### src/charger_pkg.sv
// constants and types shared by the charger supervisory logic
// assumes a 50 MHz system clock and an 8-bit register port
package charger_pkg;

  localparam int CLOCK_HZ = 50_000_000;
  localparam int INT_PULSE_US = 256;
  localparam int INT_PULSE_CYCLES = INT_PULSE_US * (CLOCK_HZ / 1_000_000);
  localparam int BLINK_HZ = 1;
  // one tick per half blink period
  localparam int TICK_CYCLES = CLOCK_HZ / (2 * BLINK_HZ);
  localparam int TICKS_PER_HOUR = 3600 * 2 * BLINK_HZ;
  localparam int DEFAULT_MODE_HOURS = 5;
  localparam int LOW_BATTERY_HOURS = 1;
  localparam int USB_TIMER_MINUTES = 45;
  localparam int USB_TIMER_TICKS = USB_TIMER_MINUTES * 60 * 2 * BLINK_HZ;
  localparam int TIMER_W = 18;

  localparam logic [3:0] ADDR_INPUT_CTRL = 4'h0;
  localparam logic [3:0] ADDR_CHARGE_CTRL = 4'h1;
  localparam logic [3:0] ADDR_CURRENT_CTRL = 4'h2;
  localparam logic [3:0] ADDR_TIMER_CTRL = 4'h5;
  localparam logic [3:0] ADDR_THERMAL_CTRL = 4'h6;
  localparam logic [3:0] ADDR_MISC_CTRL = 4'h7;
  localparam logic [3:0] ADDR_STATUS = 4'h8;
  localparam logic [3:0] ADDR_FAULT = 4'h9;

  localparam int HIZ_BIT = 7;
  localparam int CHARGE_CFG_LSB = 4;
  localparam int REDUCED_FORCE_BIT = 0;
  localparam int TERM_ENABLE_BIT = 7;
  localparam int EARLY_DONE_BIT = 6;
  localparam int TIMER_ENABLE_BIT = 3;
  localparam int DURATION_LSB = 1;
  localparam int THERMAL_SEL_LSB = 0;
  localparam int SLOW_ENABLE_BIT = 6;
  localparam int PHASE_LSB = 4;
  localparam int REGULATION_BIT = 3;
  localparam int THERMAL_REG_BIT = 1;
  localparam int DEFAULT_MODE_BIT = 7;
  localparam int FAULT_CODE_LSB = 4;

  localparam logic HIZ_RST = 1'b0;
  localparam logic [1:0] CHARGE_CFG_RST = 2'h1;
  localparam logic REDUCED_FORCE_RST = 1'b0;
  localparam logic TERM_ENABLE_RST = 1'b1;
  localparam logic EARLY_DONE_RST = 1'b0;
  localparam logic TIMER_ENABLE_RST = 1'b1;
  localparam logic [1:0] DURATION_RST = 2'h1;
  localparam logic [1:0] THERMAL_SEL_RST = 2'h3;
  localparam logic SLOW_ENABLE_RST = 1'b1;

  localparam logic [1:0] CFG_DISABLE = 2'h0;
  localparam logic [1:0] CFG_CHARGE = 2'h1;

  localparam logic [1:0] FAULT_NONE = 2'h0;
  localparam logic [1:0] FAULT_INPUT_OV = 2'h1;
  localparam logic [1:0] FAULT_THERMAL = 2'h2;
  localparam logic [1:0] FAULT_TIMER = 2'h3;

  // order gives the status field codes 00..11
  typedef enum logic [1:0] {PH_DISABLED, PH_PRECHARGE, PH_FAST, PH_DONE} phase_t;

endpackage

### src/tick_divider.sv
// free-running divider giving a one-cycle tick every CYCLES clocks
// assumes one clock domain and an active-low asynchronous reset
`timescale 1ns/1ps
`default_nettype none
module tick_divider #(
  parameter int CYCLES = 4
) (
  input wire logic clock,
  input wire logic rst_n,
  output logic tick
);
  logic [31:0] count;

  always_ff @(posedge clock or negedge rst_n) begin
    if (!rst_n) begin
      count <= 32'h0;
      tick <= 1'b0;
    end else if (count >= 32'(CYCLES - 1)) begin
      count <= 32'h0;
      tick <= 1'b1;
    end else begin
      count <= count + 32'h1;
      tick <= 1'b0;
    end
  end
endmodule
`default_nettype wire

### src/charge_supervisor.sv
// charge termination, safety and usb timers, status pins, interrupt and fault register
// assumes synchronous comparator inputs and a one-cycle register port with read data a cycle later
// Notes on behaviour
// end charge when full voltage and low current
// termination sets phase 11 and interrupts
// no termination during regulation or when disabled
// host disables termination under reduced current
// early done raises status below 800 mA
// default mode: 5 h timer sets high impedance
// host mode: programmed timer clears high impedance
// low battery uses 1 h timer
// timer expiry sets fault 11 and interrupts
// timer enable bit gates the safety timer
// four events restart the safety timer
// half-rate counting during regulation or reduced current
// host disables timer before changing configuration
// default-mode 100 mA source has 45 min timer
// input good low only for good source
// status low charging, high idle, blinks on fault
// 256 us interrupt pulse on listed events
// fault latched until read, interrupts held meanwhile
// first fault read latched, second live
// thermal regulation cuts current, sets status bit
// thermal shutdown stops converter, fault 10
// input overvoltage stops switching, fault 01
// phase codes disabled, precharge, fast, done
// timers count a common prescaled tick
`timescale 1ns/1ps
`default_nettype none
module charge_supervisor #(
  parameter int TICK_PERIOD = charger_pkg::TICK_CYCLES,
  parameter int PULSE_CYCLES = charger_pkg::INT_PULSE_CYCLES,
  parameter int HOURS_CODE0 = 4,
  parameter int HOURS_CODE1 = 8,
  parameter int HOURS_CODE2 = 12,
  parameter int HOURS_CODE3 = 16
) (
  input wire logic clock,
  input wire logic rst_n,
  input wire logic [3:0] regAddr,
  input wire logic [7:0] regWriteData,
  input wire logic regWrite,
  input wire logic regRead,
  output logic [7:0] regReadData,
  input wire logic watchdogExpired,
  input wire logic chargeEnablePin_n,
  input wire logic aboveUndervoltageLockout,
  input wire logic aboveBattery,
  input wire logic notPoorSource,
  input wire logic sourceIdentified,
  input wire logic usb100Source,
  input wire logic abovePrechargeLevel,
  input wire logic belowLowBatteryThreshold,
  input wire logic aboveRechargeThreshold,
  input wire logic belowTerminationCurrent,
  input wire logic belowEarlyDoneCurrent,
  input wire logic inputCurrentRegulation,
  input wire logic thermalRegulation,
  input wire logic thermalShutdown,
  input wire logic inputOvervoltage,
  output logic inputGoodOutput_n,
  output logic chargeStatusOutput,
  output logic hostInterrupt,
  output logic converterEnable,
  output logic batterySwitchOn,
  output logic reduceChargeCurrent,
  output logic [1:0] thermalLimitSelect
);
  import charger_pkg::*;

  localparam int PULSE_W = $clog2(PULSE_CYCLES + 1);
  localparam int ONE_HOUR = LOW_BATTERY_HOURS * TICKS_PER_HOUR;

  logic high_impedance_state, reducedForce, termEnable, earlyDone, timerEnable, slowEnable, hostMode;
  logic [1:0] chargeCfg, duration, thermalSel;
  phase_t phase, next_phase;
  logic tick, halfPhase, timerFault, cePrev, blink;
  logic [TIMER_W-1:0] safetyCount, usbCount, limit;
  logic [1:0] faultLatch, liveFault;
  logic [PULSE_W-1:0] intCount;
  logic goodPrev, uvloPrev, sourcePrev;

  wire writeInput = regWrite && regAddr == ADDR_INPUT_CTRL;
  wire writeCharge = regWrite && regAddr == ADDR_CHARGE_CTRL;
  wire writeTimer = regWrite && regAddr == ADDR_TIMER_CTRL;
  wire faultRead = regRead && regAddr == ADDR_FAULT;
  wire charging = phase == PH_PRECHARGE || phase == PH_FAST;
  wire regulating = inputCurrentRegulation || thermalRegulation;
  wire inputGood = aboveUndervoltageLockout && aboveBattery && !inputOvervoltage && notPoorSource;
  wire chargeAllowed = chargeCfg == CFG_CHARGE && !chargeEnablePin_n && !high_impedance_state && !timerFault
    && inputGood && !thermalShutdown;
  wire terminate = phase == PH_FAST && aboveRechargeThreshold && belowTerminationCurrent
    && termEnable && !regulating && chargeAllowed;
  wire cycleStart = !charging && (next_phase == PH_PRECHARGE || next_phase == PH_FAST);
  wire ceToggle = chargeEnablePin_n && !cePrev;
  wire cfgEnable = writeCharge && chargeCfg == CFG_DISABLE
    && regWriteData[CHARGE_CFG_LSB +: 2] == CFG_CHARGE;
  wire timerEnRise = writeTimer && !timerEnable && regWriteData[TIMER_ENABLE_BIT];
  wire restart = cycleStart || ceToggle || cfgEnable || timerEnRise;
  wire slow = slowEnable && (regulating || reducedForce);
  wire accept = tick && (!slow || halfPhase);
  wire expire = timerEnable && charging && !restart && accept && safetyCount + 1'b1 >= limit;
  wire usbRun = !hostMode && usb100Source && charging;
  wire usbExpire = usbRun && tick && usbCount + 1'b1 >= TIMER_W'(USB_TIMER_TICKS);
  wire faultCapture = faultLatch == FAULT_NONE && liveFault != FAULT_NONE;
  wire intEvent = terminate || expire || faultCapture || (sourceIdentified && !sourcePrev)
    || (inputGood && !goodPrev) || (!aboveUndervoltageLockout && uvloPrev);

  tick_divider #(
    .CYCLES(TICK_PERIOD)
  ) u_tick (
    .clock(clock),
    .rst_n(rst_n),
    .tick(tick)
  );

  // plain control bits written by software
  always_ff @(posedge clock or negedge rst_n) begin
    if (!rst_n) begin
      chargeCfg <= CHARGE_CFG_RST;
      reducedForce <= REDUCED_FORCE_RST;
      termEnable <= TERM_ENABLE_RST;
      earlyDone <= EARLY_DONE_RST;
      timerEnable <= TIMER_ENABLE_RST;
      duration <= DURATION_RST;
      thermalSel <= THERMAL_SEL_RST;
      slowEnable <= SLOW_ENABLE_RST;
    end else if (regWrite) begin
      unique case (regAddr)
        ADDR_CHARGE_CTRL: chargeCfg <= regWriteData[CHARGE_CFG_LSB +: 2];
        ADDR_CURRENT_CTRL: reducedForce <= regWriteData[REDUCED_FORCE_BIT];
        ADDR_TIMER_CTRL: begin
          termEnable <= regWriteData[TERM_ENABLE_BIT];
          earlyDone <= regWriteData[EARLY_DONE_BIT];
          timerEnable <= regWriteData[TIMER_ENABLE_BIT];
          duration <= regWriteData[DURATION_LSB +: 2];
        end
        ADDR_THERMAL_CTRL: thermalSel <= regWriteData[THERMAL_SEL_LSB +: 2];
        ADDR_MISC_CTRL: slowEnable <= regWriteData[SLOW_ENABLE_BIT];
        default: ;
      endcase
    end
  end

  // any write enters host mode, watchdog expiry returns to default mode
  always_ff @(posedge clock or negedge rst_n) begin
    if (!rst_n) begin
      hostMode <= 1'b0;
    end else if (regWrite) begin
      hostMode <= 1'b1;
    end else if (watchdogExpired) begin
      hostMode <= 1'b0;
    end
  end

  // high impedance: hardware events win over a software write
  always_ff @(posedge clock or negedge rst_n) begin
    if (!rst_n) begin
      high_impedance_state <= HIZ_RST;
    end else if ((expire && !hostMode) || usbExpire) begin
      high_impedance_state <= 1'b1;
    end else if (expire && hostMode) begin
      high_impedance_state <= 1'b0;
    end else if (writeInput) begin
      high_impedance_state <= regWriteData[HIZ_BIT];
    end
  end

  always_comb begin
    next_phase = phase;
    unique case (phase)
      PH_DISABLED: if (chargeAllowed) next_phase = abovePrechargeLevel ? PH_FAST : PH_PRECHARGE;
      PH_PRECHARGE: begin
        if (!chargeAllowed) next_phase = PH_DISABLED;
        else if (abovePrechargeLevel) next_phase = PH_FAST;
      end
      PH_FAST: begin
        if (!chargeAllowed) next_phase = PH_DISABLED;
        else if (terminate) next_phase = PH_DONE;
      end
      PH_DONE: begin
        if (!chargeAllowed) next_phase = PH_DISABLED;
        else if (!aboveRechargeThreshold) next_phase = abovePrechargeLevel ? PH_FAST : PH_PRECHARGE;
      end
    endcase
  end

  always_ff @(posedge clock or negedge rst_n) begin
    if (!rst_n) begin
      phase <= PH_DISABLED;
    end else begin
      phase <= next_phase;
    end
  end

  // safety timer limit in ticks
  always_comb begin
    int hours;
    hours = DEFAULT_MODE_HOURS;
    if (hostMode) begin
      unique case (duration)
        2'h0: hours = HOURS_CODE0;
        2'h1: hours = HOURS_CODE1;
        2'h2: hours = HOURS_CODE2;
        2'h3: hours = HOURS_CODE3;
      endcase
    end
    limit = TIMER_W'(hours * TICKS_PER_HOUR);
    if (belowLowBatteryThreshold) limit = TIMER_W'(ONE_HOUR);
  end

  always_ff @(posedge clock or negedge rst_n) begin
    if (!rst_n) begin
      cePrev <= 1'b1;
    end else begin
      cePrev <= chargeEnablePin_n;
    end
  end

  always_ff @(posedge clock or negedge rst_n) begin
    if (!rst_n) begin
      halfPhase <= 1'b0;
    end else if (restart) begin
      halfPhase <= 1'b0;
    end else if (tick && slow) begin
      halfPhase <= !halfPhase;
    end
  end

  always_ff @(posedge clock or negedge rst_n) begin
    if (!rst_n) begin
      safetyCount <= '0;
    end else if (restart || !timerEnable || expire) begin
      safetyCount <= '0;
    end else if (charging && accept) begin
      safetyCount <= safetyCount + 1'b1;
    end
  end

  always_ff @(posedge clock or negedge rst_n) begin
    if (!rst_n) begin
      timerFault <= 1'b0;
    end else if (expire) begin
      timerFault <= 1'b1;
    end else if (restart || !timerEnable) begin
      timerFault <= 1'b0;
    end
  end

  always_ff @(posedge clock or negedge rst_n) begin
    if (!rst_n) begin
      usbCount <= '0;
    end else if (!usbRun || usbExpire) begin
      usbCount <= '0;
    end else if (tick) begin
      usbCount <= usbCount + 1'b1;
    end
  end

  always_comb begin
    liveFault = FAULT_NONE;
    if (inputOvervoltage) liveFault = FAULT_INPUT_OV;
    else if (thermalShutdown) liveFault = FAULT_THERMAL;
    else if (timerFault) liveFault = FAULT_TIMER;
  end

  // fault latch: a read reloads it from the live state
  always_ff @(posedge clock or negedge rst_n) begin
    if (!rst_n) begin
      faultLatch <= FAULT_NONE;
    end else if (faultRead) begin
      faultLatch <= liveFault;
    end else if (faultCapture) begin
      faultLatch <= liveFault;
    end
  end

  always_ff @(posedge clock or negedge rst_n) begin
    if (!rst_n) begin
      goodPrev <= 1'b0;
      uvloPrev <= 1'b0;
      sourcePrev <= 1'b0;
    end else begin
      goodPrev <= inputGood;
      uvloPrev <= aboveUndervoltageLockout;
      sourcePrev <= sourceIdentified;
    end
  end

  // interrupt pulse, retriggered by each event
  always_ff @(posedge clock or negedge rst_n) begin
    if (!rst_n) begin
      intCount <= '0;
      hostInterrupt <= 1'b0;
    end else if (intEvent) begin
      intCount <= PULSE_W'(PULSE_CYCLES - 1);
      hostInterrupt <= 1'b1;
    end else if (intCount != '0) begin
      intCount <= intCount - 1'b1;
    end else begin
      hostInterrupt <= 1'b0;
    end
  end

  always_ff @(posedge clock or negedge rst_n) begin
    if (!rst_n) begin
      blink <= 1'b1;
    end else if (liveFault == FAULT_NONE) begin
      blink <= 1'b1;
    end else if (tick) begin
      blink <= !blink;
    end
  end

  // pins
  always_ff @(posedge clock or negedge rst_n) begin
    if (!rst_n) begin
      inputGoodOutput_n <= 1'b1;
      chargeStatusOutput <= 1'b1;
      converterEnable <= 1'b0;
      batterySwitchOn <= 1'b0;
      reduceChargeCurrent <= 1'b0;
      thermalLimitSelect <= THERMAL_SEL_RST;
    end else begin
      inputGoodOutput_n <= !inputGood;
      if (liveFault != FAULT_NONE) chargeStatusOutput <= blink;
      else if (earlyDone && phase == PH_FAST && belowEarlyDoneCurrent) chargeStatusOutput <= 1'b1;
      else chargeStatusOutput <= !charging;
      converterEnable <= !high_impedance_state && !inputOvervoltage && !thermalShutdown;
      batterySwitchOn <= charging;
      reduceChargeCurrent <= thermalRegulation;
      thermalLimitSelect <= thermalSel;
    end
  end

  always_ff @(posedge clock or negedge rst_n) begin
    if (!rst_n) begin
      regReadData <= 8'h00;
    end else if (!regRead) begin
      regReadData <= 8'h00;
    end else begin
      unique case (regAddr)
        ADDR_INPUT_CTRL: regReadData <= 8'(high_impedance_state) << HIZ_BIT;
        ADDR_CHARGE_CTRL: regReadData <= 8'(chargeCfg) << CHARGE_CFG_LSB;
        ADDR_CURRENT_CTRL: regReadData <= 8'(reducedForce) << REDUCED_FORCE_BIT;
        ADDR_TIMER_CTRL: regReadData <= (8'(termEnable) << TERM_ENABLE_BIT)
          | (8'(earlyDone) << EARLY_DONE_BIT) | (8'(timerEnable) << TIMER_ENABLE_BIT)
          | (8'(duration) << DURATION_LSB);
        ADDR_THERMAL_CTRL: regReadData <= 8'(thermalSel) << THERMAL_SEL_LSB;
        ADDR_MISC_CTRL: regReadData <= 8'(slowEnable) << SLOW_ENABLE_BIT;
        ADDR_STATUS: regReadData <= (8'(phase) << PHASE_LSB)
          | (8'(regulating) << REGULATION_BIT) | (8'(thermalRegulation) << THERMAL_REG_BIT);
        ADDR_FAULT: regReadData <= (8'(!hostMode) << DEFAULT_MODE_BIT)
          | (8'(faultLatch) << FAULT_CODE_LSB);
        default: regReadData <= 8'h00;
      endcase
    end
  end
endmodule
`default_nettype wire

### config.mk
export PLATFORM = sky130hd
export DESIGN_NAME = charge_supervisor
export DESIGN_NICKNAME = d
export VERILOG_FILES = /design/src/charger_pkg.sv /design/src/tick_divider.sv /design/src/charge_supervisor.sv
export SDC_FILE = /design/constraint.sdc
export NUM_CORES = 1
export LEC_CHECK = 0
export BUFFER_PORTS_ARGS = -buffer_cell sky130_fd_sc_hd__buf_2
export CORE_MARGIN = 8
export CORE_UTILIZATION = 61
export CTS_BUF_LIST = sky130_fd_sc_hd__clkbuf_4 sky130_fd_sc_hd__clkbuf_8 sky130_fd_sc_hd__clkbuf_16
export CTS_CLUSTER_DIAMETER = 200
export DETAILED_ROUTE_END_ITERATION = 7
export PLACE_DENSITY = 0.77
export SLEW_MARGIN = 10
export SYNTH_ARGS = -nofsm -noshare
export SYNTH_HDL_FRONTEND = slang
export SYNTH_HIERARCHICAL = 1
export SYNTH_SLANG_ARGS = --single-unit
### constraint.sdc
create_clock -name clock -period 5.1 [get_ports clock]
set_input_delay 0.765 -clock clock [delete_from_list [all_inputs] [get_ports clock]]
set_output_delay 0.765 -clock clock [all_outputs]
set_load 0.02 [all_outputs]
# Word-level counts from Yosys, hierarchy flattened
# Cells that the tools add are included.
# Widths: inputs -> output; s select.
[totals]
regBits = 123
inputBits = 32
out_inout_bits = 16
word_cells = 209
[classes]
addsub = 4
multipliers = 1
order_cmp = 3
eq_ne = 18
mux = 42
n_bitwise = 6
n_reduce_logical = 103
[op_table]
columns = ["cell", "n"]
rows = [
  ["$pmux 32 s4", 1],
  ["$mux 18", 5],
  ["$mux 32", 2],
  ["$pmux 8 s8", 1],
  ["$logic_and 1x1->1", 45],
  ["$add 18x1->18 const B", 2],
  ["$add 32x1->32 const B", 1],
  ["$ge 32x25->1 const B", 1],
  ["$mul 32x9->13 const B", 1],
  ["$mux 14", 2],
  ["$mux 2", 13],
  ["$logic_not 1->1", 19],
  ["$ge 18x13->1 const B", 1],
  ["$ge 18x18->1", 1],
  ["$reduce_bool 2->1", 9],
  ["$logic_or 1x1->1", 17],
  ["$mux 1", 16],
  ["$reduce_bool 14->1", 1],
  ["$sub 14x1->14 const B", 1],
  ["$eq 4x3->1 const B", 3],
  ["$eq 2x1->1 const B", 5],
  ["$eq 2x2->1 const B", 5],
  ["$logic_not 2->1", 5],
  ["$reduce_and 2->1", 5],
  ["14 further kinds", 15],
]

# Longest topological paths before layout
[logic_depth]
depth_word = 26
ltp_mapped = 18
depth_no_buf = 17

# Modules after synthesis
# The synthesis kept the hierarchy.
[modules_own_cells]
columns = ["mod", "n_inst", "cells_each", "area_each_um2"]
rows = [
  ["charge_supervisor", 1, 591, 5566.6],
  ["tick_divider", 1, 156, 1619.1],
]

# Worst setup path after synthesis
# OpenSTA, ideal clock, no wires.
[synth_timing]
path_kind = "register -> register"
start = "reg duration[0]"
end = "reg high_impedance_state"
arrival_ns = 4.320
setup_slack_ns = 0.654
stages_incl_launch_ff = 18
path_buffers = 1
synth_period_minus_slack_ns = 4.446
path_cell_list = "dfstp_2 > inv_1 > ha_1 > nand2_1 > ha_1 > inv_1 > ha_1 > ha_1 > ha_1 > fa_1 > nand2b_1 > ha_1 > a21o_1 > a21oi_1 > or3b_2 > buf_2 > and2_1 > a221o_1"
[synth_between]
elab_chain_cells = 10
word_cells_on_any_way = 16
classes_between = "mul: 1; order compare: 1; eq/ne: 3; mux: 5; reduce/logical: 6"
[synth_lines]
columns = ["element", "line_no", "rtl"]
rows = [
  ["from (decl)", "charge_supervisor.sv:75", "logic [1:0] chargeCfg, duration, thermalSel;"],
  ["from (signal assigned)", "charge_supervisor.sv:136", "duration <= regWriteData[DURATION_LSB +: 2];"],
  ["$eq 2x2->1 (tied with other cells)", "charge_supervisor.sv:201", "unique case (duration)"],
  ["$pmux 32 s4 *", "charge_supervisor.sv:201", ""],
  ["$mux 32 *", "charge_supervisor.sv:200", "if (hostMode) begin"],
  ["$mul 32x9->13 *", "charge_supervisor.sv:208", "limit = TIMER_W'(hours * TICKS_PER_HOUR);"],
  ["$mux 18 *", "charge_supervisor.sv:209", "if (belowLowBatteryThreshold) limit = TIMER_W'(ONE_HOUR);"],
  ["$ge 18x18->1 *", "charge_supervisor.sv:102", "wire expire = timerEnable && charging && !restart && accept && safetyCount + 1'b1 >= limit;"],
  ["$logic_and 1x1->1 *", "charge_supervisor.sv:102", ""],
  ["$logic_and 1x1->1 (on tied branches)", "charge_supervisor.sv:162, charge_supervisor.sv:160", ""],
  ["$mux 1 or $logic_or 1x1->1 (tied branches)", "charge_supervisor.sv:162, charge_supervisor.sv:160", ""],
  ["$mux 1 or $reduce_bool 3->1 (tied branches)", "-", ""],
  ["to (signal assigned)", "charge_supervisor.sv:165", "high_impedance_state <= regWriteData[HIZ_BIT];"],
  ["to (decl)", "charge_supervisor.sv:74", "logic high_impedance_state, reducedForce, termEnable, earlyDone, timerEnable, slowEnable, hostMode;"],
]
# Every way passes the cells marked *; elsewhere a longest branch is shown, timed or not. The select of a mux whose other input is x is not followed.
# A chain may end at the register's enable or synchronous reset.

# Worst setup path after layout
[layout_timing]
start = "reg duration[0]"
end = "reg safetyCount[17]"
[layout_between]
elab_chain_cells = 9
word_cells_on_any_way = 13
classes_between = "mul: 1; order compare: 1; eq/ne: 3; mux: 4; reduce/logical: 4"
[layout_lines]
columns = ["element", "line_no", "rtl"]
rows = [
  ["$eq 2x2->1 (tied with other cells)", "charge_supervisor.sv:201", ""],
  ["$pmux 32 s4 *", "charge_supervisor.sv:201", ""],
  ["$mux 32 *", "charge_supervisor.sv:200", ""],
  ["$mul 32x9->13 *", "charge_supervisor.sv:208", ""],
  ["$mux 18 *", "charge_supervisor.sv:209", ""],
  ["$ge 18x18->1 *", "charge_supervisor.sv:102", ""],
  ["$logic_and 1x1->1 *", "charge_supervisor.sv:102", ""],
  ["$logic_or 1x1->1 *", "charge_supervisor.sv:233", "end else if (restart || !timerEnable || expire) begin"],
  ["$mux 18 or $reduce_bool 2->1 (tied branches)", "-", ""],
  ["to (signal assigned)", "charge_supervisor.sv:236", "safetyCount <= safetyCount + 1'b1;"],
  ["to (decl)", "charge_supervisor.sv:78", "logic [TIMER_W-1:0] safetyCount, usbCount, limit;"],
]
# Marked as above.

==> flow_summary.toml <==
[status]
status = "finished, final reports clean"

[setup_path]
critPathCaptureType = "flip-flop"
required_ns = 5.40
startpoint = "duration[0]"
crit_path_end = "safetyCount[17]"
crit_arrival_ns = 5.02
rrSetupSlack_ns = 0.38
r2r-end = "safetyCount[17]"
worstSetupStartpointType = "flip-flop"
worst_r2r_path_depth = 18
setup.worst_path.class = "reg -> reg"
r2r-start = "duration[0]"
crit_fanout = 12

[grt]
antenna_found_initial = 0
grt_max_degree = 81
grt_pass1_vias = 5750
grt_use_total_pct = 22.11
grt_pass1_wl_um = 28510
overflow = 0

[layout]
area_growth_syn_to_layout_pct = 13.11
design_area_um2 = 8128
fillers = 887
post_route_cells_drive_above_1_share_pct = 17.56
antennaDiodeCount = 0
fin_nets = 860

[timing]
min_period_ns = 4.717
drv_slew = 0
holdWs_ns = 0.3839
final.setup.worst_slack_ns = 0.3829
post-route-period-util_pct = 92.49
rsz0062_at_grt = "no"
hold_viol = 0
setup_viol = 0
worst_pin_slew_ns = 0.9974
timing.setup.tns_ns = 0
relSlewSlack_pct = 32.99
fmax_mhz = 212.0
skew_ns = 0.007761

[floorplan]
die-width_um = 124.5
die_h_um = 124.5
rows = 39
dieArea_um2 = 15510
coreArea_um2 = 11470
start_util_pct = 62.66
pin_count = 48

[synthesis]
syn_area_per_cell_um2 = 9.619
synthTopCellsByCount = "110 x dfrtp_1, 76 x nand2_1, 50 x nor3_1"
syn_inst = 747
async_flop_share_pct = 100.0
synth-seq-cells = 123
ys.flop_type = "dfrtp_1"
yosysTopAreaCell = "dfrtp_1"
yosysMostFrequentCell = "dfrtp_1"
synth_top_area_share_pct = 38.31
synth_edf_count = 0
yosysUniqueCellTypes = 77
synth_area_leaders = "dfrtp_1 38%, ha_1 6.3%, dfstp_2 4.8%, xnor2_1 4.0%, nand2_1 4.0%"
synth-seq-area-share_pct = 43.06
syn-cell-area_um2 = 7186
synthesis.yosys.warnings = 6

[pwr]
powerDensity_nw_per_um2 = 336.0
switchingPower_mw = 0.7392
switching_share_pct = 27.07
seqPwrFrac_pct = 40.1
intPower_mw = 1.991
clkPwrFrac_pct = 45.3
finalPower_mw = 2.731
power.leakage_nw = 3.460
ir_worst_vdd_v = 0.0003532
p_comb_share_pct = 14.6

[cts]
cts_sinks = 123
cts.path.max_buffers = 2
htree_levels = 4
post_cts_buffers = 0
cts_tree = "yes"
numCtsBuffers = 17
clk_pin_slew_ns = 0.06
cts_root_buf = "clkbuf_16"
cts_hold_buffers = 0
clock_latency_ns = 0.42

[place]
port_buffers = 47
gp_congestion = 0.8783
dpl.hpwl_um = 11520
pre_cts_slack_ns = 0.2679
placed_cell_area_um2 = 7516

[detailed_routing]
finalWirelength_um = 16440
via_count = 5923
drt_pass1_iterations = 5
vias_per_cell = 6.261
drtIter0Drc = 641
drc_errors = 0
postRouteAntennaNets = 0
routedWlPerCell_um = 17.38

[flow_run]
drv_cap = 0

[hold_path]
min-delay-start = "thermalSel[0]"
worstHoldPathType = "reg -> reg"
[critical path, cell delays in order, from the launching register on]
cell and delay (ns):
dfstp_2 0.54, inv_1 0.07, ha_1 0.30, nand2_1 0.11
ha_1 0.31, inv_1 0.05, ha_1 0.29, ha_1 0.20
ha_1 0.30, fa_1 0.44, xnor2_1 0.16, nand2b_1 0.08
ha_1 0.29, o211ai_1 0.13, a2111oi_0 0.36, or3b_4 0.28
nor2_2 0.10, buf_4 0.20, a221o_2 0.39
[through the flow]
stage               cells  util [%]
floorplan             753         -
global placement      914     65.54
detailed placement    914     65.54
CTS                   946     70.86
global route          946     70.88
finish                946     70.88
[state kept, by name, indices dropped and copies added (netlist names), 2 cells and up]
register,count
usbCount,18
thermalLimitSelect,2
intCount,14
chargeCfg,2
duration,2
thermalSel,2
faultLatch,2
phase,2
regReadData,8
safetyCount,18
u_tick/count,32
[cell type report]
cell class                 instances  area, um2  share of cell area [%]
tap                              143      178.9                   2.201
inverter                          25      93.84                   1.155
sequential                       123       3094                   38.07
timing repair buffer              52      275.3                   3.387
multi-input combinational        571       3876                   47.69
clock buffer                      18      439.2                   5.403
clock inverter                    14      170.2                   2.094
[logic make-up after synthesis]
family | share of synthesized area [%]
AND/OR/NAND/NOR | 25.23
AO/OA/AOI/OAI | 13.09
flip-flops | 43.06
buffers and inverters | 3.343
XOR/XNOR | 5.607
adder cells (fa/ha/maj) | 6.826
multiplexers | 2.786
other | 0.05219
[placed cells by master, fill, tap and decap left out, types with 15 or more instances in the layout]
cell         n
a21oi_1     25
dfrtp_1    110
nand3_1     35
nand2_1     76
nor3_1      50
nor4_1      17
nor2_1      45
buf_2       46
o21ai_0     15
nand4_1     17
xnor2_1     33
ha_1        36
clkbuf_16   17
inv_1       25
[layer usage]
| layer | GRT usage, % | wire length [um] | vias up |
|---|---|---|---|
| met2 | 35.83 | 8214 | 180 |
| met3 | 5.362 | 729 | 28 |
| li1 | - | - | 2810 |
| met4 | 7.938 | 281 | 0 |
| met5 | 0 | 0 | - |
| met1 | 28.15 | 7213 | 2905 |
[power by group through the flow]
stage	sequential (mW)	clock, mW	combinational [mW]
floorplan	1.11	0	0.266
global placement	1.11	0	0.371
detailed placement	1.11	0	0.397
CTS	1.10	1.25	0.400
global route	1.10	1.30	0.454
finish	1.10	1.24	0.397
[how the worst min path moves through the flow]
stage	end	slack (ns)	cells after the start
after floorplan	thermalLimitSelect[0]	0.36	0
after global placement	thermalLimitSelect[0]	0.37	0
after detailed placement	thermalLimitSelect[0]	0.37	0
after CTS	thermalLimitSelect[0]	0.38	0
after global routing	thermalLimitSelect[0]	0.39	0
final	thermalLimitSelect[0]	0.38	0
[what timing repair did]
| action | in CTS | in global routing |
|---|---|---|
| setup endpoints to repair | 0 | 12 |
| resized for setup | 0 | 1 |
| hold endpoints to repair | 0 | 0 |
No activity file was read; power rests on OpenSTA's default activity.
